## config.mk

```make
export PLATFORM = sky130hd
export DESIGN_NAME = pimux_top
export DESIGN_NICKNAME = d
export VERILOG_FILES = /design/src/pimux_sync.v /design/src/pimux_field_dec.v /design/src/pimux_top.v
export VERILOG_INCLUDE_DIRS = /design/src /design/src/shared
export SDC_FILE = /design/constraint.sdc
export NUM_CORES = 1
export LEC_CHECK = 0
export BUFFER_PORTS_ARGS = -buffer_cell sky130_fd_sc_hd__buf_2
export CAP_MARGIN = 10
export CELL_PAD_IN_SITES_DETAIL_PLACEMENT = 2
export CELL_PAD_IN_SITES_GLOBAL_PLACEMENT = 2
export CORE_MARGIN = 5
export CORE_UTILIZATION = 31
export CTS_CLUSTER_DIAMETER = 100
export CTS_CLUSTER_SIZE = 8
export DETAILED_ROUTE_END_ITERATION = 7
export PLACE_DENSITY = 0.95
export SYNTH_ARGS = -nofsm -noshare
export SYNTH_HDL_FRONTEND = slang
export SYNTH_HIERARCHICAL = 1
export SYNTH_SLANG_ARGS = --single-unit
```

## constraint.sdc

```tcl
create_clock -name ref_clk -period 5.5 [get_ports ref_clk]
set_clock_uncertainty 0.05 [all_clocks]
set_input_delay 1.1 -clock ref_clk [delete_from_list [all_inputs] [get_ports ref_clk]]
set_output_delay 1.1 -clock ref_clk [all_outputs]
set_load 0.01 [all_outputs]
```

## src/shared/pimux_map.vh

```
// register indices, field positions, reset values and codes of the pin mux block
`ifndef PIMUX_MAP_VH
`define PIMUX_MAP_VH

// register indices; byte address is four times the index
`define PIMUX_IDX_P0_IN_EN 30'h0000520a
`define PIMUX_IDX_P1_IN_EN 30'h0000521a
`define PIMUX_IDX_P0_LO_SEL 30'h000052a0
`define PIMUX_IDX_P0_HI_SEL 30'h000052a1
`define PIMUX_IDX_P0_IN_DATA 30'h00005200
`define PIMUX_IDX_P1_IN_DATA 30'h00005210

// reset values
`define PIMUX_RST_IN_EN 8'hff
`define PIMUX_RST_SEL 8'h00

// implemented bits of the second port input enable
`define PIMUX_P1_IN_EN_MASK 8'h0f
`define PIMUX_P1_PINS 4

// select field low bit positions, low register: pins 0..3, high: pins 4..7
`define PIMUX_FLD_PIN0_LSB 0
`define PIMUX_FLD_PIN1_LSB 2
`define PIMUX_FLD_PIN2_LSB 4
`define PIMUX_FLD_PIN3_LSB 6

// select codes
`define PIMUX_CODE_GPIO 2'h0
`define PIMUX_CODE_FUNC1 2'h1
`define PIMUX_CODE_FUNC2 2'h2
`define PIMUX_CODE_FUNC3 2'h3

// ahb constants
`define PIMUX_HTRANS_NONSEQ 2'h2
`define PIMUX_HRESP_OKAY 1'h0

`endif

```

## src/pimux_sync.v

```verilog
// two flip-flop synchroniser for pad levels
`timescale 1ns/1ps
`default_nettype none
module pimux_sync #(
  parameter WIDTH = 8
) (
  // clock and reset
  input wire ref_clk,
  input wire srst,
  // asynchronous levels in, synchronised levels out
  input wire [WIDTH-1:0] async_in,
  output wire [WIDTH-1:0] sync_out
);
  reg [WIDTH-1:0] meta_reg;
  reg [WIDTH-1:0] sync_reg;

  always @(posedge ref_clk) begin
    if (srst) begin
      meta_reg <= {WIDTH{1'b0}};
      sync_reg <= {WIDTH{1'b0}};
    end else begin
      meta_reg <= async_in;
      sync_reg <= meta_reg;
    end
  end

  assign sync_out = sync_reg;
endmodule
`default_nettype wire

```

## src/pimux_field_dec.v

```verilog
// decodes one two-bit pin function field into one-hot selects
`timescale 1ns/1ps
`default_nettype none
`include "pimux_map.vh"
module pimux_field_dec (
  // field code
  input wire [1:0] code,
  // one-hot select, bit n set for code n
  output wire [3:0] sel
);
  assign sel[0] = (code == `PIMUX_CODE_GPIO);
  assign sel[1] = (code == `PIMUX_CODE_FUNC1);
  assign sel[2] = (code == `PIMUX_CODE_FUNC2);
  assign sel[3] = (code == `PIMUX_CODE_FUNC3);
endmodule
`default_nettype wire

```

## src/pimux_top.v

```verilog
// port input enable gating and port 0 pin function mux with ahb-lite registers
`timescale 1ns/1ps
`default_nettype none
`include "pimux_map.vh"

// Contract
// input enable 1: pin level, driven or not, shows in port input data register
// input enable 0: pin level blocked, port input data bit reads 0
// all input enable bits reset to 1, register value 0xff for port 0, 0x0f for the second port
// second port input enable: low four bits only, upper bits read 0
// input enable bit y gates only pin y of its port
// pin3 field bits 7:6: port, timer ext clock, regulator monitor, lcd oscillator
// pin2 field bits 5:4: port, uart serial clock, clock output a, regulator monitor
// pin1 field bits 3:2: port, uart transmit; codes 2 and 3 reserved
// pin0 field bits 1:0: port, uart receive; codes 2 and 3 reserved
// pin7 field bits 7:6: port, inverted buzzer, spi0 data out; 3 reserved
// pin6 field bits 5:4: port, buzzer, spi0 data in; 3 reserved
// pin5 field bits 3:2: port or spi0 slave select; 3 reserved
// pin5 code 1: timer0 b, compare out or capture in by timer mode
// pin4 field bits 1:0: port or timer0 a by mode; 2 and 3 reserved
// all select fields reset to 0, general port; fields read and write
// selected peripheral drives pad output and enable, receives pad input
module pimux_top (
  // clock and reset
  input wire ref_clk,
  input wire srst,
  // ahb-lite slave
  input wire hsel,
  input wire [31:0] haddr,
  input wire [1:0] htrans,
  input wire hwrite,
  input wire [2:0] hsize,
  input wire [31:0] hwdata,
  input wire hready,
  output reg hreadyout,
  output reg hresp,
  output reg [31:0] hrdata,
  // port 0 pads
  input wire [7:0] pad0_in,
  output reg [7:0] pad0_out,
  output reg [7:0] pad0_oe,
  // port 1 pads
  input wire [3:0] pad1_in,
  output reg [3:0] pad1_out,
  output reg [3:0] pad1_oe,
  // general port drive
  input wire [7:0] gpio0_out,
  input wire [7:0] gpio0_oe,
  input wire [3:0] gpio1_out,
  input wire [3:0] gpio1_oe,
  // port input data register contents
  output reg [7:0] port0_input_data,
  output reg [3:0] port1_input_data,
  // uart
  output reg uart_receive_in,
  input wire uart_transmit_out,
  output reg uart_serial_clock,
  // clock generator, regulator, lcd
  input wire clock_output_a,
  input wire regulator_monitor_out,
  input wire lcd_low_freq_osc_out,
  // sixteen bit pwm timer channel 0
  output reg timer_external_clock_in,
  input wire timer0_capture_mode,
  input wire timer0_compare_out_a,
  input wire timer0_compare_out_b,
  output reg timer0_capture_in_a,
  output reg timer0_capture_in_b,
  // sound generator
  input wire buzzer_out,
  input wire buzzer_out_inverted,
  // spi channel 0
  output reg spi0_slave_select_n,
  output reg spi0_data_in,
  input wire spi0_data_out
);
  // registers
  reg [7:0] port0_input_enable_reg;
  reg [7:0] port0_input_enable_next;
  reg [7:0] port1_input_enable_reg;
  reg [7:0] port1_input_enable_next;
  reg [7:0] port0_low_pin_select_reg;
  reg [7:0] port0_low_pin_select_next;
  reg [7:0] port0_high_pin_select_reg;
  reg [7:0] port0_high_pin_select_next;
  // pending write from the address phase
  reg wr_pend_reg;
  reg [29:0] wr_idx_reg;
  reg [7:0] rd_value;
  wire addr_phase;
  wire [7:0] pad0_sync;
  wire [3:0] pad1_sync;
  // four one-hot selects per pin, pin n at bits 4n+3..4n
  wire [31:0] sel_vec;
  wire [15:0] sel_fields;
  reg [7:0] mux_out;
  reg [7:0] mux_oe;
  wire [7:0] gp_sel;

  pimux_sync #(
    .WIDTH(8)
  ) u_sync0 (
    .ref_clk(ref_clk),
    .srst(srst),
    .async_in(pad0_in),
    .sync_out(pad0_sync)
  );

  pimux_sync #(
    .WIDTH(`PIMUX_P1_PINS)
  ) u_sync1 (
    .ref_clk(ref_clk),
    .srst(srst),
    .async_in(pad1_in),
    .sync_out(pad1_sync)
  );

  assign addr_phase = hsel & hready & (htrans == `PIMUX_HTRANS_NONSEQ);

  // data phase write into the next values
  always @* begin
    port0_input_enable_next = port0_input_enable_reg;
    port1_input_enable_next = port1_input_enable_reg;
    port0_low_pin_select_next = port0_low_pin_select_reg;
    port0_high_pin_select_next = port0_high_pin_select_reg;
    if (wr_pend_reg) begin
      case (wr_idx_reg)
        `PIMUX_IDX_P0_IN_EN: begin
          port0_input_enable_next = hwdata[7:0];
        end
        `PIMUX_IDX_P1_IN_EN: begin
          port1_input_enable_next = hwdata[7:0] & `PIMUX_P1_IN_EN_MASK;
        end
        `PIMUX_IDX_P0_LO_SEL: begin
          port0_low_pin_select_next = hwdata[7:0];
        end
        `PIMUX_IDX_P0_HI_SEL: begin
          port0_high_pin_select_next = hwdata[7:0];
        end
        default: begin
          port0_input_enable_next = port0_input_enable_reg;
        end
      endcase
    end
  end

  // read mux on next values so a read right after a write sees it
  always @* begin
    case (haddr[31:2])
      `PIMUX_IDX_P0_IN_EN: begin
        rd_value = port0_input_enable_next;
      end
      `PIMUX_IDX_P1_IN_EN: begin
        rd_value = port1_input_enable_next & `PIMUX_P1_IN_EN_MASK;
      end
      `PIMUX_IDX_P0_LO_SEL: begin
        rd_value = port0_low_pin_select_next;
      end
      `PIMUX_IDX_P0_HI_SEL: begin
        rd_value = port0_high_pin_select_next;
      end
      `PIMUX_IDX_P0_IN_DATA: begin
        rd_value = port0_input_data;
      end
      `PIMUX_IDX_P1_IN_DATA: begin
        rd_value = {4'h0, port1_input_data};
      end
      default: begin
        rd_value = 8'h00;
      end
    endcase
  end

  always @(posedge ref_clk) begin
    if (srst) begin
      port0_input_enable_reg <= `PIMUX_RST_IN_EN;
      port1_input_enable_reg <= `PIMUX_RST_IN_EN & `PIMUX_P1_IN_EN_MASK;
      port0_low_pin_select_reg <= `PIMUX_RST_SEL;
      port0_high_pin_select_reg <= `PIMUX_RST_SEL;
      wr_pend_reg <= 1'b0;
      wr_idx_reg <= 30'h00000000;
      hreadyout <= 1'b1;
      hresp <= `PIMUX_HRESP_OKAY;
      hrdata <= 32'h00000000;
    end else begin
      port0_input_enable_reg <= port0_input_enable_next;
      port1_input_enable_reg <= port1_input_enable_next;
      port0_low_pin_select_reg <= port0_low_pin_select_next;
      port0_high_pin_select_reg <= port0_high_pin_select_next;
      wr_pend_reg <= addr_phase & hwrite;
      if (addr_phase) begin
        wr_idx_reg <= haddr[31:2];
      end
      hreadyout <= 1'b1;
      hresp <= `PIMUX_HRESP_OKAY;
      if (addr_phase & ~hwrite) begin
        hrdata <= {24'h000000, rd_value};
      end
    end
  end

  // pins 7..4 above pins 3..0, two bits per pin
  assign sel_fields = {port0_high_pin_select_reg, port0_low_pin_select_reg};

  // one decoder per pin field
  genvar gi;
  generate
    for (gi = 0; gi < 8; gi = gi + 1) begin : g_dec
      pimux_field_dec u_dec (
        .code(sel_fields[2*gi+1:2*gi]),
        .sel(sel_vec[4*gi+3:4*gi])
      );
    end
  endgenerate

  // reserved codes fall back to the general port
  assign gp_sel[0] = sel_vec[0] | sel_vec[2] | sel_vec[3];
  assign gp_sel[1] = sel_vec[4] | sel_vec[6] | sel_vec[7];
  assign gp_sel[2] = sel_vec[8];
  assign gp_sel[3] = sel_vec[12];
  assign gp_sel[4] = sel_vec[16] | sel_vec[18] | sel_vec[19];
  assign gp_sel[5] = sel_vec[20] | sel_vec[23];
  assign gp_sel[6] = sel_vec[24] | sel_vec[27];
  assign gp_sel[7] = sel_vec[28] | sel_vec[31];

  // pad drive per pin
  always @* begin
    mux_out = 8'h00;
    mux_oe = 8'h00;
    // pin0: receive input, never driven by the uart
    mux_out[0] = gp_sel[0] & gpio0_out[0];
    mux_oe[0] = gp_sel[0] & gpio0_oe[0];
    // pin1: uart transmit
    mux_out[1] = (gp_sel[1] & gpio0_out[1]) | (sel_vec[5] & uart_transmit_out);
    mux_oe[1] = (gp_sel[1] & gpio0_oe[1]) | sel_vec[5];
    // pin2: serial clock is an input, clock a and monitor are outputs
    mux_out[2] = (gp_sel[2] & gpio0_out[2]) | (sel_vec[10] & clock_output_a)
      | (sel_vec[11] & regulator_monitor_out);
    mux_oe[2] = (gp_sel[2] & gpio0_oe[2]) | sel_vec[10] | sel_vec[11];
    // pin3: external clock is an input
    mux_out[3] = (gp_sel[3] & gpio0_out[3]) | (sel_vec[14] & regulator_monitor_out)
      | (sel_vec[15] & lcd_low_freq_osc_out);
    mux_oe[3] = (gp_sel[3] & gpio0_oe[3]) | sel_vec[14] | sel_vec[15];
    // pin4: timer a drives only in compare mode
    mux_out[4] = (gp_sel[4] & gpio0_out[4])
      | (sel_vec[17] & ~timer0_capture_mode & timer0_compare_out_a);
    mux_oe[4] = (gp_sel[4] & gpio0_oe[4]) | (sel_vec[17] & ~timer0_capture_mode);
    // pin5: timer b drives only in compare mode, slave select is an input
    mux_out[5] = (gp_sel[5] & gpio0_out[5])
      | (sel_vec[21] & ~timer0_capture_mode & timer0_compare_out_b);
    mux_oe[5] = (gp_sel[5] & gpio0_oe[5]) | (sel_vec[21] & ~timer0_capture_mode);
    // pin6: buzzer out, spi data in is an input
    mux_out[6] = (gp_sel[6] & gpio0_out[6]) | (sel_vec[25] & buzzer_out);
    mux_oe[6] = (gp_sel[6] & gpio0_oe[6]) | sel_vec[25];
    // pin7: inverted buzzer or spi data out
    mux_out[7] = (gp_sel[7] & gpio0_out[7]) | (sel_vec[29] & buzzer_out_inverted)
      | (sel_vec[30] & spi0_data_out);
    mux_oe[7] = (gp_sel[7] & gpio0_oe[7]) | sel_vec[29] | sel_vec[30];
  end

  // registered pad drive, peripheral inputs and input data
  always @(posedge ref_clk) begin
    if (srst) begin
      pad0_out <= 8'h00;
      pad0_oe <= 8'h00;
      pad1_out <= 4'h0;
      pad1_oe <= 4'h0;
      port0_input_data <= 8'h00;
      port1_input_data <= 4'h0;
      uart_receive_in <= 1'b1;
      uart_serial_clock <= 1'b1;
      timer_external_clock_in <= 1'b0;
      timer0_capture_in_a <= 1'b0;
      timer0_capture_in_b <= 1'b0;
      spi0_slave_select_n <= 1'b1;
      spi0_data_in <= 1'b0;
    end else begin
      pad0_out <= mux_out;
      pad0_oe <= mux_oe;
      pad1_out <= gpio1_out;
      pad1_oe <= gpio1_oe;
      // per-bit gating, pad level seen whatever drives it
      port0_input_data <= pad0_sync & port0_input_enable_reg;
      port1_input_data <= pad1_sync & port1_input_enable_reg[3:0];
      // unselected peripheral inputs rest at their idle level
      uart_receive_in <= sel_vec[1] ? pad0_sync[0] : 1'b1;
      uart_serial_clock <= sel_vec[9] ? pad0_sync[2] : 1'b1;
      timer_external_clock_in <= sel_vec[13] & pad0_sync[3];
      timer0_capture_in_a <= sel_vec[17] & timer0_capture_mode & pad0_sync[4];
      timer0_capture_in_b <= sel_vec[21] & timer0_capture_mode & pad0_sync[5];
      spi0_slave_select_n <= sel_vec[22] ? pad0_sync[5] : 1'b1;
      spi0_data_in <= sel_vec[26] & pad0_sync[6];
    end
  end
endmodule
`default_nettype wire

```

==> results of run 1 <==
-- worst reg2reg max path: cells and delay by family, from the launching register on --
kind            cells  cell delay, ns
mux                 1            0.43
compound gates      2            0.64
simple gates        3            1.54
flops               1            0.31
-- final timing paths --
kind,start,to,cells past startpoint
worst max-delay path,haddr[31],hrdata[2],7
worst min register to register,u_sync1/sync_out[2],port1_input_data[2],2
worst min-delay path,u_sync1/sync_out[2],port1_input_data[2],2
worst max register to register,wr_idx_reg[24],hrdata[2],6
-- Yosys cell counts, drive strengths merged, types with 2 or more instances --
| master | n | area [sq um] |
|---|---|---|
| conb | 2 | 7.51 |
| a2bb2oi | 4 | 35.0 |
| and3 | 3 | 18.8 |
| buf | 34 | 251 |
| or3 | 5 | 33.8 |
| nor2b | 43 | 287 |
| o211a | 5 | 50.1 |
| or4 | 3 | 22.5 |
| a211oi | 3 | 22.5 |
| nand3 | 2 | 10.0 |
| a222oi | 6 | 60.1 |
| and4b | 3 | 30.0 |
| mux2 | 23 | 259 |
| o21a | 3 | 22.5 |
| nand2 | 81 | 304 |
| nor3 | 5 | 25.0 |
| nand4 | 3 | 18.8 |
| inv | 3 | 11.3 |
| or2 | 14 | 87.6 |
| dfxtp | 134 | 2680 |
| nor4 | 13 | 121 |
| a21oi | 38 | 190 |
| nand3b | 4 | 30.0 |
| o21ai | 14 | 70.1 |
| and3b | 6 | 52.6 |
| clkbuf | 19 | 72.6 |
| and2b | 14 | 123 |
| a221oi | 11 | 140 |
| nor4b | 3 | 26.3 |
| mux2i | 9 | 90.1 |
| nor3b | 3 | 22.5 |
| and2 | 10 | 72.6 |
| a22oi | 3 | 22.5 |
| nor2 | 39 | 146 |
-- cell type report --
class / instances / area [sq um] / share of cell area [%]
repair buffers: 143 / 723 / 10.7
multi-input cells: 404 / 2530 / 37.3
clock inverters: 13 / 108 / 1.59
clock buffers: 19 / 443 / 6.53
well taps: 225 / 282 / 4.15
diodes: 1 / 2.50 / 0.0369
flip-flops and latches: 134 / 2680 / 39.5
inverters: 3 / 11.3 / 0.166
-- layer usage --
layer | vias up | routed length [microns] | share of wire (%) | GRT usage [%]
li1 | 2179 | - | - | -
met1 | 2335 | 7460 | 40 | 20.3
met2 | 137 | 9770 | 52 | 31.8
met3 | 39 | 816 | 4.4 | 4.66
met4 | 2 | 564 | 3.0 | 9.35
met5 | - | 13 | 0.070 | 0
-- stage by stage --
step / util [%] / setup WS [ns] / area [sq um] / power (mW)
2_1_floorplan: - / 2.54 / 5550 / 1.10
3_3_place_gp: 36.0 / 1.77 / 6230 / 1.15
3_5_place_dp: 36.0 / 1.58 / 6230 / 1.16
4_1_cts: 39.2 / 1.87 / 6780 / 2.24
5_1_grt: 39.2 / 1.71 / 6780 / 2.30
6_report: 39.2 / 1.87 / 6780 / 2.21
-- power by group --
part,switching (mW),total (mW),internal [mW]
sequential,0.00954,1.01,0.996
combinational,0.0828,0.137,0.0546
clock,0.440,1.07,0.630
-- cells by family (layout without fill, tap and decap cells) --
group / Yosys count / in the layout
buffers and inverters: 56 / 178
flip-flops: 134 / 134
AO/OA/AOI/OAI: 88 / 88
AND/OR/NAND/NOR: 258 / 258
multiplexers: 32 / 32
other: 2 / 27
==> reports/metrics.cfg, run 1 <==
[outcome]
run_status = completed

[yosys]
synth.cell_area_sq_mm = 0.00546
synth_compound_area_share_pct = 11.3
simple_gate_share_of_the_synthesized_area_pct = 26.8
parity_gate_share_of_the_synthesized_area_counting_xor_and_xnor_cells_pct = 0
ys_async_sr_fraction_pct = 0
combinational_family_with_the_most_area_after_synthesis = simple AND/OR/NAND/NOR gates
ys.flop_type = dfxtp_1
synth.area.mux_share_pct = 6.39
synth_enable_flop_cells = 0
yosys.area_share.adder_pct = 0
synth_sequential_area_ratio_pct = 49.1
syn_area_per_cell_sq_um = 9.58
netlist_instances = 570
synth_cell_type_count = 50
postSynthRegisterBits = 134
synthesis.yosys.warnings = 6

[critical_path]
max_stage_delay_ns = 1.00
path_delay_family = simple AND/OR/NAND/NOR gates
setup.worst_path.class = primary input to register
cp_num_buf_inv = 1
critPathCaptureType = register
critical_path_peak_fanout = 10
worstPathCellList = buf_2, nor4_2, nand4_1, or2_1, nor4_1, a222oi_1, a221oi_2
slowest_stage = nor4_1
critPathArrivalTime_ns = 3.91
r2r_setup_slack_ns = 2.36
crit_path_start_kind = primary input
required_time_worst_endpoint_ns = 5.78

[sta]
fin_setup_tns_ns = 0
worst_slew_pin_slew_ns = 1.20
finalSetupViolCount = 0
hold_slack_ns = 0.375
fmax_mhz = 275
ratio_of_final_minimum_period_to_clock_period_pct = 66.1
grt_setup_unrepaired = false
number_of_failing_hold_endpoints_at_the_final_stage = 0
post-route-min-period_ns = 3.63
drv_slew = 0
headroom_to_the_max_slew_limit_pct = 19.3

[clock_network]
htreeDepth = 4
cts-root-buf = clkbuf_16
clk_latency_ns = 0.42
cts.repair_timing.setup_buffer_count = 0
cts.clk_slew.worst_paths_ns = 0.06
cts.path.max_buffers = 2
cts_num_sinks = 134
cts.repair.resized = 0
cts_tree = yes
cts_hold_buffers = 0
cts_buffers = 17

[finish]
most-common-layout-cells = buf_2 (140), dfxtp_1 (134), nand2_1 (81), nor2_1 (39), a21oi_1 (38)
largest_reg_flops = 30
layout_commonest_cell = buf_2
fin_cells = 942
flow.area_growth_from_synthesis_pct = 24.2
layout.nets = 823
ratio_of_cells_with_drive_above_1_in_the_final_layout_pct = 35.3
filler_cell_count = 1936

[drt]
drt_pass1_iterations = 5
drtIter0Drc = 268
via_count = 4692
detail_route.wl_per_cell_microns = 19.8
detail_route.vias_per_cell = 4.98
detail-route-antenna-nets = 0
wirelength_microns = 18600
drt_drc_violations_left = 0

[floorplanning]
ioPinCount = 197
core_region_area_sq_mm = 0.0173
die_area_sq_mm = 0.0204
chipHeight_microns = 143
initial_core_util_pct = 31.6
row_count = 48
die_width_microns = 143

[power]
peakVddDrop_uv = 239
power.density_cell_area_mw_per_mm2 = 326
power.static_leakage_nw = 2.84

[place]
finalWeightedCongestion = 0.772
dp_hpwl_microns = 13100
place.detailed.instances = 909
io_buffers = 141

[global_route]
grt_pass1_wl_microns = 28400
grt-ovfl-total = 0
grt_use_total_pct = 18.1
grt_start_max_net_pins = 80
number_of_global_route_vias_before_repair = 5278
number_of_antenna_violations_at_the_first_check_in_global_routing = 1

[job]
number_of_max_cap_violations = 0

[hold_path]
hold_path_class = register to register

No activity file was read; power rests on OpenSTA's default activity.
==> run 2, diff against run 1 <==
ABC_AREA = 1   (was default)
CORE_UTILIZATION = 24   (was 31)
PLACE_DENSITY = 0.87   (was 0.95)
clock period = 3.1 ns   (was 5.5 ns; I/O delays follow)
==> run 2 against run 1 <==
Effect of this change:
- global-route usage down 3.7 points
- clock power up 110%
- wire length up 7.2%
- sequential power up 77%
- cell count up 41%
- total power up 96%
- non-clock buffer count up 2
- core utilization down 8.5 points
- synthesized cell count up 50%
- first-iteration DRC count down 30%
- sequential share of layout area down 3.7 points
- combinational power up 95%
==> reports/metrics.cfg, run 2 <==
[drt]
highest-signal-layer = met4
met2_length_microns = 10700  ; +9.7%
wirelength_met1_microns = 8130  ; +8.9%
detail_route.vias_per_cell = 4.32  ; -13%
drtIter0Drc = 188  ; -30%
met3_length_microns = 773  ; -5.3%
detail-route-antenna-nets = 0  ; unchanged
wirelength_microns = 20000  ; +7.2%
via_count = 5730  ; +22%
drt_pass1_iterations = 5  ; unchanged
drt_drc_violations_left = 0  ; unchanged
detail_route.wl_per_cell_microns = 15.1  ; -24%

[sta]
hold_slack_ns = 0.346  ; -0.0292 ns
fin_setup_tns_ns = 0  ; unchanged
ratio_of_final_minimum_period_to_clock_period_pct = 67.2
fmax_mhz = 480
number_of_failing_hold_endpoints_at_the_final_stage = 0  ; unchanged
post-route-min-period_ns = 2.08
headroom_to_the_max_slew_limit_pct = 38.3  ; +19 points
final.setup.worst_slack_ns = 1.02  ; -0.849 ns
grt_setup_unrepaired = false
worst_slew_pin_slew_ns = 0.925  ; -0.274 ns
drv_slew = 0  ; unchanged
finalSetupViolCount = 0  ; unchanged

[power]
peakVddDrop_uv = 280  ; +17%
power.static_leakage_nw = 3.75  ; +32%
power.density_cell_area_mw_per_mm2 = 580  ; +78%
report.power.total_mw = 4.34  ; +96%

[yosys]
netlist_instances = 853  ; +50%
synthesis.yosys.warnings = 6  ; unchanged
ys_async_sr_fraction_pct = 0  ; unchanged
synth_cell_type_count = 31  ; -38%
synth.cell_area_sq_mm = 0.00591  ; +8.3%
postSynthRegisterBits = 134  ; unchanged
yosys-top-cells-area = dfxtp_1 (45%), nand2_1 (10%), inv_1 (8.8%)
netlist.area_leader.share_pct = 45.4  ; -3.8 points
synth_sequential_area_ratio_pct = 45.4  ; -3.8 points
synth_enable_flop_cells = 0  ; unchanged
synth_top_area_cell = dfxtp_1
ys.flop_type = dfxtp_1
synth.top_cells.by_count = nand2_1 (162), inv_1 (138), nor2_1 (136), dfxtp_1 (134), nand3_1 (90)
syn_area_per_cell_sq_um = 6.93  ; -28%
yosysMostFrequentCell = nand2_1

[global_route]
grt_pass1_wl_microns = 32600  ; +15%
grt_use_total_pct = 14.4  ; -3.7 points
grt_start_max_net_pins = 85  ; +6.3%
grt-ovfl-total = 0  ; unchanged
number_of_antenna_violations_at_the_first_check_in_global_routing = 0  ; -1
number_of_global_route_vias_before_repair = 6436  ; +22%

[floorplanning]
die_width_microns = 167  ; +17%
ioPinCount = 197  ; unchanged
initial_core_util_pct = 24.3  ; -7.3 points
core_region_area_sq_mm = 0.0243  ; +41%
die_area_sq_mm = 0.0279  ; +37%
row_count = 57  ; +19%
chipHeight_microns = 167  ; +17%

[clock_network]
cts_hold_buffers = 0  ; unchanged
cts.repair.resized = 0  ; unchanged
cts.repair_timing.setup_buffer_count = 0  ; unchanged
cts.path.max_buffers = 2  ; unchanged
clk_latency_ns = 0.42  ; about the same
cts-root-buf = clkbuf_16
cts.clk_slew.worst_paths_ns = 0.06  ; about the same
cts_buffers = 17  ; unchanged
htreeDepth = 4  ; unchanged
cts_tree = yes
cts_num_sinks = 134  ; unchanged

[finish]
layout_commonest_cell = nand2_1
most-common-layout-cells = nand2_1 (162), buf_2 (141), inv_1 (138), nor2_1 (136), dfxtp_1 (134)
flow.area_growth_from_synthesis_pct = 26.4
num_antenna_cells = 0  ; -1
fin_cells = 1327  ; +41%
finish.utilization_pct = 30.7  ; -8.5 points
finalInstanceArea_sq_mm = 0.00747  ; +10%
largest_reg_flops = 30  ; unchanged
ratio_of_cells_with_drive_above_1_in_the_final_layout_pct = 20.3  ; -15 points
layout.nets = 1110  ; +35%

[place]
dp_hpwl_microns = 15000  ; +14%
place.detailed.instances = 1295  ; +42%
finalWeightedCongestion = 0.795  ; +3.0%
dpl_cell_area_sq_mm = 0.00682  ; +9.5%
io_buffers = 141  ; unchanged
pre_cts_ws_ns = 0.705  ; -0.873 ns

[hold_path]
hold_path_class = primary input to register
min-delay-start = pad0_in[5]

[critical_path]
required_time_worst_endpoint_ns = 3.40  ; -2.38 ns
critPathCaptureType = register
critical_path_peak_fanout = 18  ; +8
crit_path_frequent_cell = nand2_1
worstPathCellList = nor2_1, nand3b_1, nor2_4, buf_4, nand2_4, nand2_1, nand3_1, nand2_1, o21bai_1, a21oi_1
slowest_stage = nor2_4
r2r_start = wr_idx_reg[13]
crit_path_start_kind = register
setup.worst_path.class = register to register
critPathArrivalTime_ns = 2.38  ; -1.53 ns
critPathLaunch = wr_idx_reg[13]
max_stage_delay_ns = 0.36  ; -0.64 ns

[job]
number_of_max_cap_violations = 0  ; unchanged

[outcome]
run_status = completed

## run 2: critical path, delay by kind of cell, from the launching register on
kind	cells	cell delay [ns]
AND/OR/NAND/NOR	7	1.11
buffers and inverters	1	0.33
AO/OA/AOI/OAI	2	0.20
flip-flops	1	0.31
## run 2: path summary, 6_finish.rpt
kind              depth (start not counted)             endpoint  slack (ns)
hold reg to reg                           2  u_sync1/sync_out[3]        0.35
setup / recovery                         10            hrdata[1]        1.02
setup reg to reg                         10            hrdata[1]        1.02
hold / removal                            3  u_sync0/meta_reg[5]        0.35
## run 2: layout make-up
type | instances | area (sq um)
multi-input combinational | 550 | 2460
inverter | 142 | 533
fill | 2898 | 16800
timing repair buffer | 145 | 736
clock buffer | 19 | 433
tap | 324 | 405
sequential | 134 | 2680
clock inverter | 13 | 220
## run 2: power breakdown
group	switching, mW	internal (mW)	total (mW)
sequential	0.0201	1.77	1.79
clock	0.835	1.44	2.28
combinational	0.171	0.0961	0.267
total	1.03	3.31	4.34
## run 2: per-layer routing
metal	vias up	global-route usage, %
met5	-	0
met4	0	4.66
met3	23	3.06
met2	102	27.4
met1	2752	15.9
li1	2853	-
## run 2: cells by family after synthesis
family / Yosys count / share of synthesized area (%)
buffers and inverters: 193 / 14.5
other: 2 / 0.127
DFF: 134 / 45.4
AOI/OAI and AO/OA: 85 / 7.43
and+or+nand+nor: 439 / 32.6
==> run 3, diff against run 2 <==
clock period = 1.9 ns   (was 3.1 ns; I/O delays follow)
==> run 3 against run 2 <==
Effect of this change:
- the run now ends with negative setup slack left
- sequential power is 64% higher
- die area did not move
- non-clock buffer count rose by 37
- combinational power grew 92%
- count of clock-buffer cells in the layout decreased by 2
- flip-flop and latch count unchanged
- wire length is 30% higher
- core utilization up 2.2 points
- cell count increased by 2.7%
- sequential share of layout area fell by 2.3 points
- fmax up 5.6%
- global-route usage rose by 1.6 points
- highest routed layer unchanged
==> reports/metrics.cfg, run 3 (synthesized netlist as in run 2, its figures left out) <==
[critical_path]
crit_path_start_kind = register
critPathArrivalTime_ns = 2.24  ; -0.14 ns
r2r_setup_slack_ns = -0.07  ; -1.09 ns
slowest_stage = dfxtp_1
critical_path_peak_fanout = 5  ; -13
max_stage_delay_ns = 0.34  ; -0.02 ns
setup.worst_path.class = register to register
critPathCaptureType = register
worstPathCellList = nor2_2, nand2_1, nor2_4, nand2_4, nor2_4, buf_12, nand3_1, nand3_2, nand3_1, o21bai_1, a21oi_1
required_time_worst_endpoint_ns = 2.16  ; -1.24 ns

[sta]
final.setup.worst_slack_ns = -0.0714  ; -1.09 ns
ratio_of_final_minimum_period_to_clock_period_pct = 104  ; +37 points
number_of_failing_hold_endpoints_at_the_final_stage = 0  ; unchanged
fmax_mhz = 507  ; +5.6%
drv_slew = 0  ; unchanged
finalSetupViolCount = 5  ; +5
grt_setup_unrepaired = true
post-route-min-period_ns = 1.97  ; -0.111 ns

[power]
power.density_cell_area_mw_per_mm2 = 848  ; +46%
p_switching_mw = 1.79  ; +75%
report.power.total_mw = 6.80  ; +57%
pwr-share-seq_pct = 43.1  ; +1.8 points
power.static_leakage_nw = 3.96  ; +5.7%
clk_network_pwr_share_pct = 49.4  ; -3.1 points
relative_contribution_of_combinational_cells_to_total_power_pct = 7.5  ; +1.4 points
p_int_mw = 5.01  ; +51%
switching_share_pct = 26.3  ; +2.7 points
peakVddDrop_uv = 465  ; +66%

[floorplanning]
die_width_microns = 167  ; unchanged
ioPinCount = 197  ; unchanged
die_area_sq_mm = 0.0279  ; unchanged
initial_core_util_pct = 24.3  ; unchanged
chipHeight_microns = 167  ; unchanged
row_count = 57  ; unchanged
core_region_area_sq_mm = 0.0243  ; unchanged

[drt]
detail_route.wl_per_cell_microns = 19.0  ; +26%
drt_drc_violations_left = 0  ; unchanged
drtIter0Drc = 267  ; +42%
drt_pass1_iterations = 4  ; -1
detail_route.vias_per_cell = 4.55  ; +5.3%
detail-route-antenna-nets = 0  ; unchanged
wirelength_microns = 25900  ; +30%
via_count = 6199  ; +8.2%

[clock_network]
cts_tree = yes
cts.clk_slew.worst_paths_ns = 0.07  ; about the same
clk_latency_ns = 0.44  ; +0.02 ns
cts.path.max_buffers = 2  ; unchanged
cts_num_sinks = 134  ; unchanged
cts-root-buf = clkbuf_16
htreeDepth = 4  ; unchanged
cts_buffers = 17  ; unchanged
cts_hold_buffers = 0  ; unchanged

[finish]
finalInstanceArea_sq_mm = 0.00802  ; +7.3%
most-common-layout-cells = nand2_1 (146), buf_2 (141), inv_1 (138), dfxtp_1 (128), nor2_1 (127)
flow.area_growth_from_synthesis_pct = 35.6
filler_cell_count = 2863  ; -1.2%
largest_reg_flops = 30  ; unchanged
regArea_sq_mm = 0.00270  ; +0.47%
fin_cells = 1363  ; +2.7%
layout_commonest_cell = nand2_1
multi_input_comb_area_sq_mm = 0.00266  ; +7.9%
ratio_of_cells_with_drive_above_1_in_the_final_layout_pct = 27.6  ; +7.2 points
layout.nets = 1147  ; +3.3%

[place]
finalWeightedCongestion = 0.809  ; +1.7%
dp_hpwl_microns = 16100  ; +7.5%
place.detailed.instances = 1326  ; +2.4%
io_buffers = 141  ; unchanged
dpl_cell_area_sq_mm = 0.00713  ; +4.5%

[global_route]
grt_util_met1_pct = 17.1  ; +1.2 points
grt_pass1_wl_microns = 35500  ; +8.9%
grt_use_total_pct = 16.0  ; +1.6 points
grt_start_max_net_pins = 58  ; -32%
groute.layer.met2.usage_pct = 30.0  ; +2.6 points
global_route.usage.met3_pct = 3.72  ; +0.66 points
grt-ovfl-total = 0  ; unchanged
gr_peak_layer = met2
number_of_antenna_violations_at_the_first_check_in_global_routing = 1  ; +1
number_of_global_route_vias_before_repair = 6780  ; +5.3%

[hold_path]
hold_path_class = primary input to register

[outcome]
run_status = finished, violations left
violations = negative setup slack

[job]
number_of_max_cap_violations = 0  ; unchanged

==> run 3: power by group through the flow <==
stage	Clock (mW)	Sequential [mW]	Combinational [mW]
floorplan	0	2.99	0.264
global placement	0	2.98	0.445
detailed placement	0	2.99	0.464
CTS	3.40	2.93	0.482
global route	3.55	2.94	0.556
finish	3.36	2.93	0.512
==> run 3: routing by layer <==
layer | up-vias | wire (microns)
met3 | 66 | 889
met2 | 191 | 14000
li1 | 2926 | -
met4 | 0 | 1120
met1 | 3016 | 9900
met5 | - | 0
==> run 3: what timing repair did <==
action / in CTS / in global routing
buffers inserted: 2 / 2
cloned: 0 / 2
gates resized for setup: 8 / 51
endpoints found under the hold margin: 0 / 0
pin swaps: 3 / 20
endpoints found under the setup margin: 8 / 8
==> run 3: metrics by stage <==
| stage | setup TNS (ns) | hold slack (ns) | utilization, % | setup WS [ns] |
|---|---|---|---|---|
| after floorplan | 0 | 0.338 | - | 0.373 |
| after global placement | -0.00430 | 0.348 | 29.3 | -0.00430 |
| after detailed placement | -0.717 | 0.349 | 29.3 | -0.169 |
| after CTS | 0 | 0.0852 | 31.9 | 0.00638 |
| after global routing | -0.750 | 0.0893 | 33.0 | -0.177 |
| final | -0.149 | 0.0912 | 33.0 | -0.0714 |
==> run 3: worst paths after layout <==
path                         end                start  depth (start not counted)
max                    hrdata[3]       wr_idx_reg[22]                         11
min          u_sync0/meta_reg[6]           pad0_in[6]                          3
max reg2reg            hrdata[3]       wr_idx_reg[22]                         11
min reg2reg  u_sync0/sync_out[2]  u_sync0/meta_reg[2]                          2
==> run 3: area by class of cell <==
class / count / share of cell area, %
Antenna cell: 1 / 0.0312
Clock buffer: 17 / 5.31
Clock inverter: 13 / 1.83
Inverter: 142 / 6.65
Multi-Input combinational cell: 550 / 33.2
Sequential cell: 134 / 33.6
Tap cell: 324 / 5.06
Timing Repair Buffer: 182 / 14.4
==> run 3: critical path, delay by kind of cell (launching register included) <==
kind,cells,cell delay (ns)
AND/OR/NAND/NOR,8,1.01
flip-flops,1,0.34
buffers and inverters,1,0.14
AO/OA/AOI/OAI,2,0.30
